$ cat config.mk
export PLATFORM = sky130hd
export DESIGN_NAME = sacc_ctrl
export DESIGN_NICKNAME = d
export VERILOG_FILES = /design/src/verilog/sacc_pkg.sv /design/src/verilog/sacc_sar_if.sv /design/src/verilog/sacc_ctrl.sv /design/src/verilog/sacc_sar.sv
export SDC_FILE = /design/constraint.sdc
export NUM_CORES = 1
export LEC_CHECK = 0
export BUFFER_PORTS_ARGS = -buffer_cell sky130_fd_sc_hd__buf_2
export CORE_AREA = 2 2 64 81
export CTS_CLUSTER_DIAMETER = 200
export DETAILED_ROUTE_END_ITERATION = 8
export DIE_AREA = 0 0 66 83
export GPL_TIMING_DRIVEN = 0
export HOLD_SLACK_MARGIN = 0.05
export PLACE_DENSITY = 0.66
export SKIP_CTS_REPAIR_TIMING = 1
export SYNTH_ARGS = -nofsm -noshare
export SYNTH_HDL_FRONTEND = slang
export SYNTH_SLANG_ARGS = --single-unit
$ cat constraint.sdc
create_clock -name core_clk -period 1.8 [get_ports core_clk]
set_input_delay 0 -clock core_clk [delete_from_list [all_inputs] [get_ports core_clk]]
set_output_delay 0 -clock core_clk [all_outputs]
set_load 0.02 [all_outputs]
$ cat src/verilog/sacc_pkg.sv
// Package for the converter conversion control block.
// Assumes one 10 MHz core clock and synchronous active-high reset.
package sacc_pkg;
    // Result and channel widths
    localparam int RES_W = 8;
    localparam int SEL_W = 3;
    localparam int NUM_CH = 8;
    // Successive-approximation constants
    localparam logic [RES_W-1:0] MSB_MASK = 8'h80;
    localparam logic [RES_W-1:0] LSB_MASK = 8'h01;
    localparam logic [RES_W-1:0] CAP_MASK = 8'hF0;
    localparam logic [RES_W-1:0] RES_ZERO = 8'h00;
    localparam logic [NUM_CH-1:0] CH_ONE = 8'h01;
    localparam logic [SEL_W-1:0] SEL_ZERO = 3'h0;
    localparam logic LOW = 1'b0;
    localparam logic HIGH = 1'b1;
    // Sequencer states, Gray coded along the conversion path
    typedef enum logic [2:0] {
        ST_IDLE = 3'h0,
        ST_HOLD = 3'h1,
        ST_ARM = 3'h3,
        ST_SAMPLE = 3'h2,
        ST_CONV = 3'h6,
        ST_LOAD = 3'h7
    } sacc_state_t;
endpackage

$ cat src/verilog/sacc_sar_if.sv
// Interface between the sequencer and the approximation register.
// Assumes both ends share core_clk.
`timescale 1ns/1ps
interface sacc_sar_if;
    import sacc_pkg::*;
    logic clear; // Restart the approximation
    logic step; // Commit one bit decision
    logic cmp; // Comparator decision
    logic [RES_W-1:0] code; // Decided bits so far
    logic [RES_W-1:0] mask; // Bit under trial
    logic [RES_W-1:0] trial; // Level under trial
    modport seq (output clear, output step, output cmp, input code, input mask, input trial);
    modport sar (input clear, input step, input cmp, output code, output mask, output trial);
endinterface

$ cat src/verilog/sacc_ctrl.sv
// Top of the conversion control: channel latch, sequencer, result buffer.
// Assumes all pins synchronous to core_clk; conv_clk is the sampled
// conversion clock whose edges pace the sequence.
`timescale 1ns/1ps
module sacc_ctrl
    import sacc_pkg::*;
(
    // Clock and reset
    input wire logic core_clk,
    input wire logic sys_rst,
    // Conversion clock and control pins
    input wire logic conv_clk,
    input wire logic start,
    input wire logic ale,
    input wire logic out_en,
    // Channel select pins
    input wire logic [SEL_W-1:0] channel_select_inputs,
    // Analog front end
    input wire logic cmp_in,
    output logic [NUM_CH-1:0] chan_onehot,
    output logic sample_en,
    output logic autozero,
    output logic cap_phase,
    output logic [RES_W-1:0] dac_code,
    // Result and status
    output logic eoc,
    output logic [RES_W-1:0] result_bus_out,
    output logic result_bus_oe
);
    sacc_sar_if sif();

    // Approximation register
    sacc_sar u_sar (
        .core_clk(core_clk),
        .sys_rst(sys_rst),
        .sif(sif)
    );

    logic clk_q; // Previous conversion clock level
    logic ale_q; // Previous strobe level
    logic clk_rise; // Conversion clock rising
    logic clk_fall; // Conversion clock falling
    logic ale_rise; // Strobe rising
    logic [SEL_W-1:0] chan_lat; // Latched channel
    logic [SEL_W-1:0] next_chan_lat;
    logic [NUM_CH-1:0] next_onehot;
    sacc_state_t state; // Sequencer state
    sacc_state_t next_state;
    logic next_eoc;
    logic next_sample_en;
    logic next_autozero;
    logic [RES_W-1:0] result; // Double-buffered result
    logic [RES_W-1:0] next_result;
    logic seq_clear; // Clear approximation
    logic seq_step; // Commit a decision

    // Edge detection on sampled pins
    assign clk_rise = conv_clk && !clk_q;
    assign clk_fall = !conv_clk && clk_q;
    assign ale_rise = ale && !ale_q;

    // Pin history
    always_ff @(posedge core_clk) begin
        if (sys_rst) begin
            clk_q <= LOW;
            ale_q <= LOW;
        end else begin
            clk_q <= conv_clk;
            ale_q <= ale;
        end
    end

    // Channel latch and decoder next values
    always_comb begin
        next_chan_lat = chan_lat;
        if (ale_rise) begin
            next_chan_lat = channel_select_inputs;
        end
        next_onehot = CH_ONE << chan_lat;
    end

    // Channel registers
    always_ff @(posedge core_clk) begin
        if (sys_rst) begin
            chan_lat <= SEL_ZERO;
            chan_onehot <= CH_ONE;
        end else begin
            chan_lat <= next_chan_lat;
            chan_onehot <= next_onehot;
        end
    end

    // Sequencer next values
    always_comb begin
        next_state = state;
        next_eoc = eoc;
        next_sample_en = LOW;
        next_autozero = LOW;
        next_result = result;
        seq_clear = LOW;
        seq_step = LOW;
        if (start) begin
            // Held in reset; running conversion dropped, flag untouched
            next_state = ST_HOLD;
            seq_clear = HIGH;
        end else begin
            unique case (state)
                ST_IDLE: begin
                    next_state = ST_IDLE;
                end
                ST_HOLD: begin
                    // Start has fallen: wait for the next rising edge
                    next_state = ST_ARM;
                end
                ST_ARM: begin
                    if (clk_rise) begin
                        next_state = ST_SAMPLE;
                        next_sample_en = HIGH;
                        next_autozero = HIGH;
                    end
                end
                ST_SAMPLE: begin
                    next_sample_en = HIGH;
                    next_autozero = HIGH;
                    if (clk_fall) begin
                        // Input held, decisions begin
                        next_state = ST_CONV;
                        next_sample_en = LOW;
                        next_autozero = LOW;
                        next_eoc = LOW;
                    end
                end
                ST_CONV: begin
                    if (clk_rise) begin
                        seq_step = HIGH;
                        if (sif.mask == LSB_MASK) begin
                            next_state = ST_LOAD;
                        end
                    end
                end
                ST_LOAD: begin
                    if (clk_rise) begin
                        next_result = sif.code;
                        next_eoc = HIGH;
                        next_state = ST_IDLE;
                    end
                end
                default: begin
                    next_state = ST_IDLE;
                end
            endcase
        end
    end

    // Sequencer registers; result holds its reset value until a completion
    always_ff @(posedge core_clk) begin
        if (sys_rst) begin
            state <= ST_IDLE;
            eoc <= HIGH;
            sample_en <= LOW;
            autozero <= LOW;
            result <= RES_ZERO;
        end else begin
            state <= next_state;
            eoc <= next_eoc;
            sample_en <= next_sample_en;
            autozero <= next_autozero;
            result <= next_result;
        end
    end

    // Approximation controls
    assign sif.clear = seq_clear;
    assign sif.step = seq_step;
    assign sif.cmp = cmp_in;

    // Registered analog and bus outputs
    always_ff @(posedge core_clk) begin
        if (sys_rst) begin
            dac_code <= MSB_MASK;
            cap_phase <= HIGH;
            result_bus_out <= RES_ZERO;
            result_bus_oe <= LOW;
        end else begin
            dac_code <= sif.trial;
            cap_phase <= |(sif.mask & CAP_MASK);
            result_bus_out <= result;
            result_bus_oe <= out_en;
        end
    end
endmodule

$ cat src/verilog/sacc_sar.sv
// Successive-approximation register: one bit decision per step.
// Assumes the sequencer raises step once per conversion clock period.
`timescale 1ns/1ps
module sacc_sar
    import sacc_pkg::*;
(
    // Clock and reset
    input wire logic core_clk,
    input wire logic sys_rst,
    // Sequencer side
    sacc_sar_if.sar sif
);
    logic [RES_W-1:0] code; // Stored decisions
    logic [RES_W-1:0] mask; // Current trial bit
    logic [RES_W-1:0] next_code;
    logic [RES_W-1:0] next_mask;
    logic [RES_W-1:0] bit_next; // Per-bit next value

    // Per-bit decision update
    genvar gi;
    generate
        for (gi = 0; gi < RES_W; gi++) begin : g_bit
            assign bit_next[gi] = (sif.step && mask[gi]) ? sif.cmp : code[gi];
        end
    endgenerate

    // Next decisions and trial bit
    always_comb begin
        next_code = code;
        next_mask = mask;
        if (sif.clear) begin
            next_code = RES_ZERO;
            next_mask = MSB_MASK;
        end else if (sif.step) begin
            next_code = bit_next;
            next_mask = mask >> 1;
        end
    end

    // Register the state
    always_ff @(posedge core_clk) begin
        if (sys_rst) begin
            code <= RES_ZERO;
            mask <= MSB_MASK;
        end else begin
            code <= next_code;
            mask <= next_mask;
        end
    end

    // Outputs towards the sequencer
    assign sif.code = code;
    assign sif.mask = mask;
    assign sif.trial = code | mask;
endmodule

==> flow_summary.ini, run 1 <==
[die]
die_h_um = 83
dieArea_um2 = 5480
start_util_pct = 44.2
core_area_um2 = 4690
num_rows = 28
dieWidth_um = 66
ioPinCount = 39

[power_and_ir_drop]
power.density_nw_per_um2 = 991
vdd_ir_drop_max_v = 0.000600
leakage_nw = 1.09

[global_routing]
antenna_found_initial = 0
grt_max_degree = 11
globalRouteTotalUtil_pct = 16.5
grt.overflow.total = 0
grt_first_pass_wirelength_um = 6820
grt_pass1_vias = 1528

[job]
max_cap_viol_count = 0

[routing]
vias = 1641
drtAntennaViolNets = 0
detail_route.wl_per_cell_um = 12.5
first_iter_violations = 59
wl_um = 4210
drcViolationCount = 0
first_pass_iters = 4
vias_per_cell = 4.87

[synthesis]
yosys_warnings = 0
yosys-top-cells-area = dfxtp_1, mux2i_1, a21oi_1
synth_cells = 216
ys_ff_latch = 60
async_flop_share_pct = 0
synth_top_area_share_pct = 57.9
synth_commonest_cells = dfxtp_1, nor2_1, a21oi_1, o21ai_0, nand3_1
ys_types = 31
yosysMostFrequentCell = dfxtp_1
synth_area_leader_cell = dfxtp_1
syn_nets = 226
ys_seq_area_share_pct = 57.9
synthFlopType = dfxtp_1
synth_edf_count = 0
synth_area_um2 = 2070
syn_area_per_cell_um2 = 9.60

[clock_network]
numCtsBuffers = 9
clkTransAtPathRegs_ps = 60
cts_tree = done
cts_sinks = 60
cts_buffer_depth = 2
root_buffer = clkbuf_8
cts-htree-levels = 3
insertion_delay_ps = 330

[timing]
drv_slew = 0
relSlewSlack_pct = 65.7
hold_viol_final = 0
fin_skew_ps = 3.40
whs_ps = 142
min_period_ps = 1340
tightest_slew_ps = 515
tns_ps = 0
worst_slack_ps = 461
setup_viol = 0
rsz0062_at_grt = no
period_share_pct = 74.4
fmax_mhz = 747

[placed_design]
dp_slack_ps = 459
portBuffers = 38
hpwl_um = 2870
gp_congestion = 0.799

[worst_setup_path]
critical_path_required_ps = 2020
crit_type = flip-flop to flip-flop
crit_arrival_ps = 1560
cp_max_fo = 10
crit_path_start_kind = flip-flop
critPathCaptureType = flip-flop

[min_path]
holdCritPathClass = input port to flip-flop

[final_layout]
area_growth_pct = 24.9
fillCellCount = 430
num-nets-final = 282
diodes = 0
layout-drive-gt1-share_pct = 21.7

[run_status]
outcome = finished, final reports clean
==> where the power goes <==
group	switching (mW)	internal, mW	leakage (nW)
registers	0.0107	1.34	0.486
clock network	0.483	0.612	0.0937
logic	0.0669	0.0501	0.508
==> placed cells by master, fill, tap and decap left out, types with 11 or more instances in the layout <==
master    count
o21ai_0      18
mux2i_1      11
clkbuf_8     12
nand3_1      16
dfxtp_1      60
buf_2        39
nor2b_1      13
nand2_1      13
a21oi_1      18
nor2_1       21
==> routing by layer <==
layer,up-vias,global-route usage (%),routed length (µm)
li1,847,-,-
met1,752,19.6,1960
met2,33,25.9,1980
met3,9,5.69,154
met4,0,8.35,112
met5,-,0,0
==> final timing paths <==
path | from | endpoint | slack (ps) | depth (start not counted)
setup / recovery | state[2] | eoc | 460 | 5
hold / removal | cmp_in | u_sar.sif.code[2] | 140 | 3
setup reg to reg | state[2] | eoc | 460 | 5
hold reg to reg | result[4] | result_bus_out[4] | 460 | 1
==> registers in the layout (all words and copies together) (netlist names) <==
| register | count |
|---|---|
| clk_q | 1 |
| autozero | 1 |
| u_sar.sif.code | 8 |
| eoc | 1 |
| dac_code | 8 |
| ale_q | 1 |
| result | 8 |
| cap_phase | 1 |
| result_bus_out | 8 |
| u_sar.sif.mask | 8 |
| result_bus_oe | 1 |
| chan_onehot | 8 |
| chan_lat | 3 |
| state | 3 |
==> critical path, cell delays in order (launching register included) <==
cell and delay, ps:
dfxtp_1 300, buf_2 180, and4b_1 210, buf_4 160, o21ai_1 80, a221o_1 290
==> through the flow <==
stage | cell area [µm²] | util [%] | power (mW) | instances
floorplan | 2070 | - | 1.45 | 216
global placement | 2340 | 49.8 | 1.49 | 314
detailed placement | 2340 | 49.8 | 1.49 | 314
CTS | 2520 | 53.7 | 2.58 | 330
global route | 2590 | 55.2 | 2.65 | 337
finish | 2590 | 55.2 | 2.57 | 337
==> final cells by class <==
cell class	instances	area (µm²)	share of cell area, %
buffer	14	73.8	2.85
clock buffer	15	176	6.81
clock inverter	1	5.00	0.193
inverter	1	3.75	0.145
multi-input combinational	141	795	30.7
sequential	60	1200	46.4
tap	60	75.1	2.90
timing repair buffer	45	260	10.0
==> logic make-up (layout without fill, tap and decap cells) <==
| family | Yosys count | count (layout) | synth area share (%) |
|---|---|---|---|
| buf+inv | 15 | 76 | 3.74 |
| mux | 11 | 11 | 5.31 |
| flops | 60 | 60 | 57.9 |
| compound gates | 40 | 40 | 10.1 |
| simple gates | 90 | 90 | 22.9 |
Note: power is estimated with default switching activity, not from simulation.
==> run 2, diff against run 1 <==
clock period = 1.3 ns   (was 1.8 ns; I/O delays follow)
==> run 2 against run 1 <==
Final cell count increased by 1.2%. Clock power rose by 37%. Die area did not move. Critical path depth shrank 1. Sequential share of layout area shrank 1.0 points. Routed wire length is 2.9% higher. Clock skew increased by 1.1 ps. Total power is 39% higher. Combinational power rose by 49%. Sequential cell count is the same. Non-clock buffer count up 4. Utilization increased by 1.6 points. Largest cell class unchanged.
==> flow_summary.ini, run 2 (synthesis gave the netlist of run 1 again) <==
[run_status]
outcome = finished, final reports clean

[power_and_ir_drop]
p_comb_share_pct = 4.9
leakage_nw = 1.12
power_frac_clock_pct = 42.4
finalPower_mw = 3.56
swShare_pct = 21.8
vdd_ir_drop_max_v = 0.000824
switching_power_uw = 777
seqPwrFrac_pct = 52.7
power.density_nw_per_um2 = 1340
internal_power_mw = 2.78

[routing]
detail_route.wl_per_cell_um = 12.7
drtAntennaViolNets = 0
first_iter_violations = 88
first_pass_iters = 4
wl_um = 4340
drcViolationCount = 0
vias_per_cell = 4.92
vias = 1678

[clock_network]
cts-htree-levels = 3
cts_tree = done
cts_sinks = 60
numCtsBuffers = 9
root_buffer = clkbuf_8
insertion_delay_ps = 330
clkTransAtPathRegs_ps = 60
cts_buffer_depth = 2

[die]
start_util_pct = 44.2
dieArea_um2 = 5480
ioPinCount = 39
num_rows = 28
core_area_um2 = 4690
die_h_um = 83
dieWidth_um = 66

[final_layout]
final_cell_mix = dfxtp_1, buf_2, nor2_1
mostFrequentLayoutCell = dfxtp_1
final_util_pct = 56.8
num-nets-final = 286
layout-drive-gt1-share_pct = 25.6
diodes = 0
fin_cells = 341
area_growth_pct = 28.5
post-route-cell-area_um2 = 2670

[placed_design]
dpl-instance-area_um2 = 2340
hpwl_um = 2870
placed_cells = 314
portBuffers = 38
gp_congestion = 0.799

[timing]
tightest_slew_ps = 514
fmax_mhz = 792
min_period_ps = 1260
setup_viol = 0
drv_slew = 0
relSlewSlack_pct = 65.7
period_share_pct = 97.1
hold_viol_final = 0
fin_skew_ps = 4.52
tns_ps = 0

[global_routing]
gr-max-usage-layer = met2
grt.overflow.total = 0
met1_usage_pct = 19.6
grt_pass1_vias = 1528
grt_max_degree = 11
grt_first_pass_wirelength_um = 6820
grt_util_met3_pct = 5.69
antenna_found_initial = 0
use_met2_pct = 25.9
globalRouteTotalUtil_pct = 16.5

[min_path]
holdCritPathClass = input port to flip-flop

[worst_setup_path]
cp_max_fo = 4
crit_type = flip-flop to flip-flop
crit_arrival_ps = 1480
slowest_delay_ps = 320
critPathCaptureType = flip-flop
crit_path_start_kind = flip-flop
cp_cell_sequence = buf_2 > nor4b_4 > o21ai_1 > a221o_1
slowest_stage = dfxtp_2
critical_path_required_ps = 1520

[job]
max_cap_viol_count = 0
## run 2: worst paths after layout
check / from / to / slack [ps] / cells after the start
min: cmp_in / u_sar.sif.code[2] / 150 / 3
max reg2reg: state[0] / eoc / 40 / 4
min reg2reg: result[4] / result_bus_out[4] / 460 / 1
max: state[0] / eoc / 40 / 4
## run 2: worst max-delay path: cells and delay by family (launching register included)
kind            cells  cell delay [ps]
compound gates      2              380
flops               1              320
simple gates        1              300
buf+inv             1              150
## run 2: power groups by stage
| stage | clock (mW) | combinational (mW) | sequential (mW) |
|---|---|---|---|
| 2_1_floorplan | 0 | 0.0836 | 1.92 |
| 3_3_place_gp | 0 | 0.145 | 1.92 |
| 3_5_place_dp | 0 | 0.147 | 1.92 |
| 4_1_cts | 1.54 | 0.147 | 1.87 |
| 5_1_grt | 1.62 | 0.191 | 1.88 |
| 6_report | 1.51 | 0.174 | 1.88 |
## run 2: per-layer routing
metal	wire length (µm)	vias to the layer above
met5	0	-
met4	112	0
met3	198	9
met2	2080	44
met1	1950	771
li1	-	854
## run 2: final cells by class
type / instances / area (µm²)
fill: 425 / 2030
sequential: 60 / 1210
multi-input combinational: 141 / 817
timing repair buffer: 49 / 288
clock buffer: 15 / 176
buffer: 14 / 91.3
tap: 60 / 75.1
clock inverter: 1 / 5.00
inverter: 1 / 3.75
## run 2: per-stage QoR
| stage | setup WS [ps] | hold WS (ps) |
|---|---|---|
| after global placement | -12.3 | 215 |
| after floorplan | 65.1 | 128 |
| after detailed placement | -40.7 | 228 |
| final | 37.3 | 154 |
| after global routing | -16.6 | 203 |
| after CTS | -41.0 | -118 |
==> run 3, diff against run 2 <==
--- a/config.mk
+++ b/config.mk
@@ -7,3 +7,3 @@
 export LEC_CHECK = 0
-export BUFFER_PORTS_ARGS = -buffer_cell sky130_fd_sc_hd__buf_2
+export BUFFER_PORTS_ARGS = -buffer_cell sky130_fd_sc_hd__buf_4
 export CORE_AREA = 2 2 64 81
==> constraint.sdc (replaced) <==
create_clock -name core_clk -period 1.3 [get_ports core_clk]
set_input_delay 0.195 -clock core_clk [delete_from_list [all_inputs] [get_ports core_clk]]
set_output_delay 0.195 -clock core_clk [all_outputs]
set_load 0.02 [all_outputs]
==> run 3 against run 2 <==
First-iteration DRC count down 32%. Utilization is 0.053 points lower. Largest cell class unchanged. Final area hardly changed. Critical path type unchanged. Clock power shrank 12%. Global-route usage grew 0.65 points.
==> flow_summary.ini, run 3 (synthesis gave the netlist of run 1 again) <==
[run_status]
outcome = finished, final reports clean

[placed_design]
dp_slack_ps = -62.4
portBuffers = 38
placed_cells = 314
hpwl_um = 2960
gp_congestion = 0.791

[final_layout]
fillCellCount = 457
mostFrequentLayoutCell = dfxtp_1
area_growth_pct = 28.4
final_cell_mix = dfxtp_1, buf_4, nor2_1
diodes = 0
layout-drive-gt1-share_pct = 26.3
num-nets-final = 280
fin_cells = 334

[clock_network]
numCtsBuffers = 9
cts-htree-levels = 3
cts_buffer_depth = 2
clkTransAtPathRegs_ps = 60
cts_tree = done
cts_sinks = 60
insertion_delay_ps = 340
root_buffer = clkbuf_8

[worst_setup_path]
critPathCaptureType = flip-flop
slowest_stage = dfxtp_2
cp_cell_sequence = buf_6 > and4bb_1 > buf_4 > nand3_1 > mux2i_1
path_buf_inv = 2
critPathTopFamily = simple AND/OR/NAND/NOR gates
slowest_delay_ps = 310
cp_max_fo = 9
crit_path_start_kind = flip-flop
crit_type = flip-flop to flip-flop
critical_path_required_ps = 1510
crit_arrival_ps = 1440

[power_and_ir_drop]
leakage_nw = 1.09
power.density_nw_per_um2 = 1270
vdd_ir_drop_max_v = 0.000495

[die]
num_rows = 28
dieWidth_um = 66
ioPinCount = 39
start_util_pct = 44.2
die_h_um = 83
dieArea_um2 = 5480
core_area_um2 = 4690

[min_path]
holdCritPathClass = input port to flip-flop

[timing]
tightest_slew_ps = 542
drv_slew = 0
relSlewSlack_pct = 63.9
period_share_pct = 94.4
hold_viol_final = 0
fin_skew_ps = 4.43
min_period_ps = 1230
fmax_mhz = 815
worst_slack_ps = 72.5
setup_viol = 0

[global_routing]
grt_first_pass_wirelength_um = 7110
grt.overflow.total = 0
grt_pass1_vias = 1567
globalRouteTotalUtil_pct = 17.1
antenna_found_initial = 0
grt_max_degree = 11

[job]
max_cap_viol_count = 0

[routing]
first_pass_iters = 4
drcViolationCount = 0
drtAntennaViolNets = 0
vias_per_cell = 5.00
detail_route.wl_per_cell_um = 12.9
vias = 1671
wl_um = 4300
first_iter_violations = 60
==> run 3: changes by cell type in the layout (fill, tap and decap cells not counted), sizes merged <==
cell         delta
clkinv          +2
dlygate4sd3     -7
buf             +1
clkbuf          -3
==> run 3: area by class of cell <==
class	count	area [µm²]	area share, %
clock inverters	3	15.0	0.564
plain buffers	14	95.1	3.57
repair buffers	43	323	12.1
flip-flops and latches	60	1210	45.3
well taps	60	75.1	2.82
inverters	1	3.75	0.141
clock buffers	12	135	5.08
multi-input cells	141	810	30.4
==> run 3: metrics by stage <==
stage	TNS [ps]	cell area, µm²	utilization (%)	total power [mW]	hold WS (ps)
floorplan	0	2070	-	2.01	323
global placement	-596	2430	51.8	2.07	411
detailed placement	-705	2430	51.8	2.08	416
CTS	-85.7	2580	55.0	3.40	60.7
global route	-4.24	2660	56.7	3.49	82.3
finish	0	2660	56.7	3.37	67.1
==> run 3: path summary, 6_finish.rpt <==
| path | start | end | slack [ps] | cells after the start |
|---|---|---|---|---|
| setup reg to reg | state[0] | u_sar.sif.code[5] | 70 | 5 |
| hold / removal | out_en | result_bus_oe | 70 | 2 |
| setup / recovery | state[0] | u_sar.sif.code[5] | 70 | 5 |
| hold reg to reg | result[0] | result_bus_out[0] | 460 | 1 |
==> run 3: power breakdown <==
part,switching (mW),internal (mW)
combinational,0.0924,0.0758
sequential,0.0160,1.86
clock,0.658,0.671
total,0.766,2.61
==> run 3: metal layers <==
layer | GRT usage [%] | wire length (µm) | part of all wire, % | up-vias
met5 | 0 | 0 | 0 | -
met4 | 11.7 | 142 | 3.3 | 0
met1 | 20.3 | 1890 | 44 | 766
met2 | 27.0 | 2070 | 48 | 45
met3 | 3.79 | 193 | 4.5 | 11
li1 | - | - | - | 849
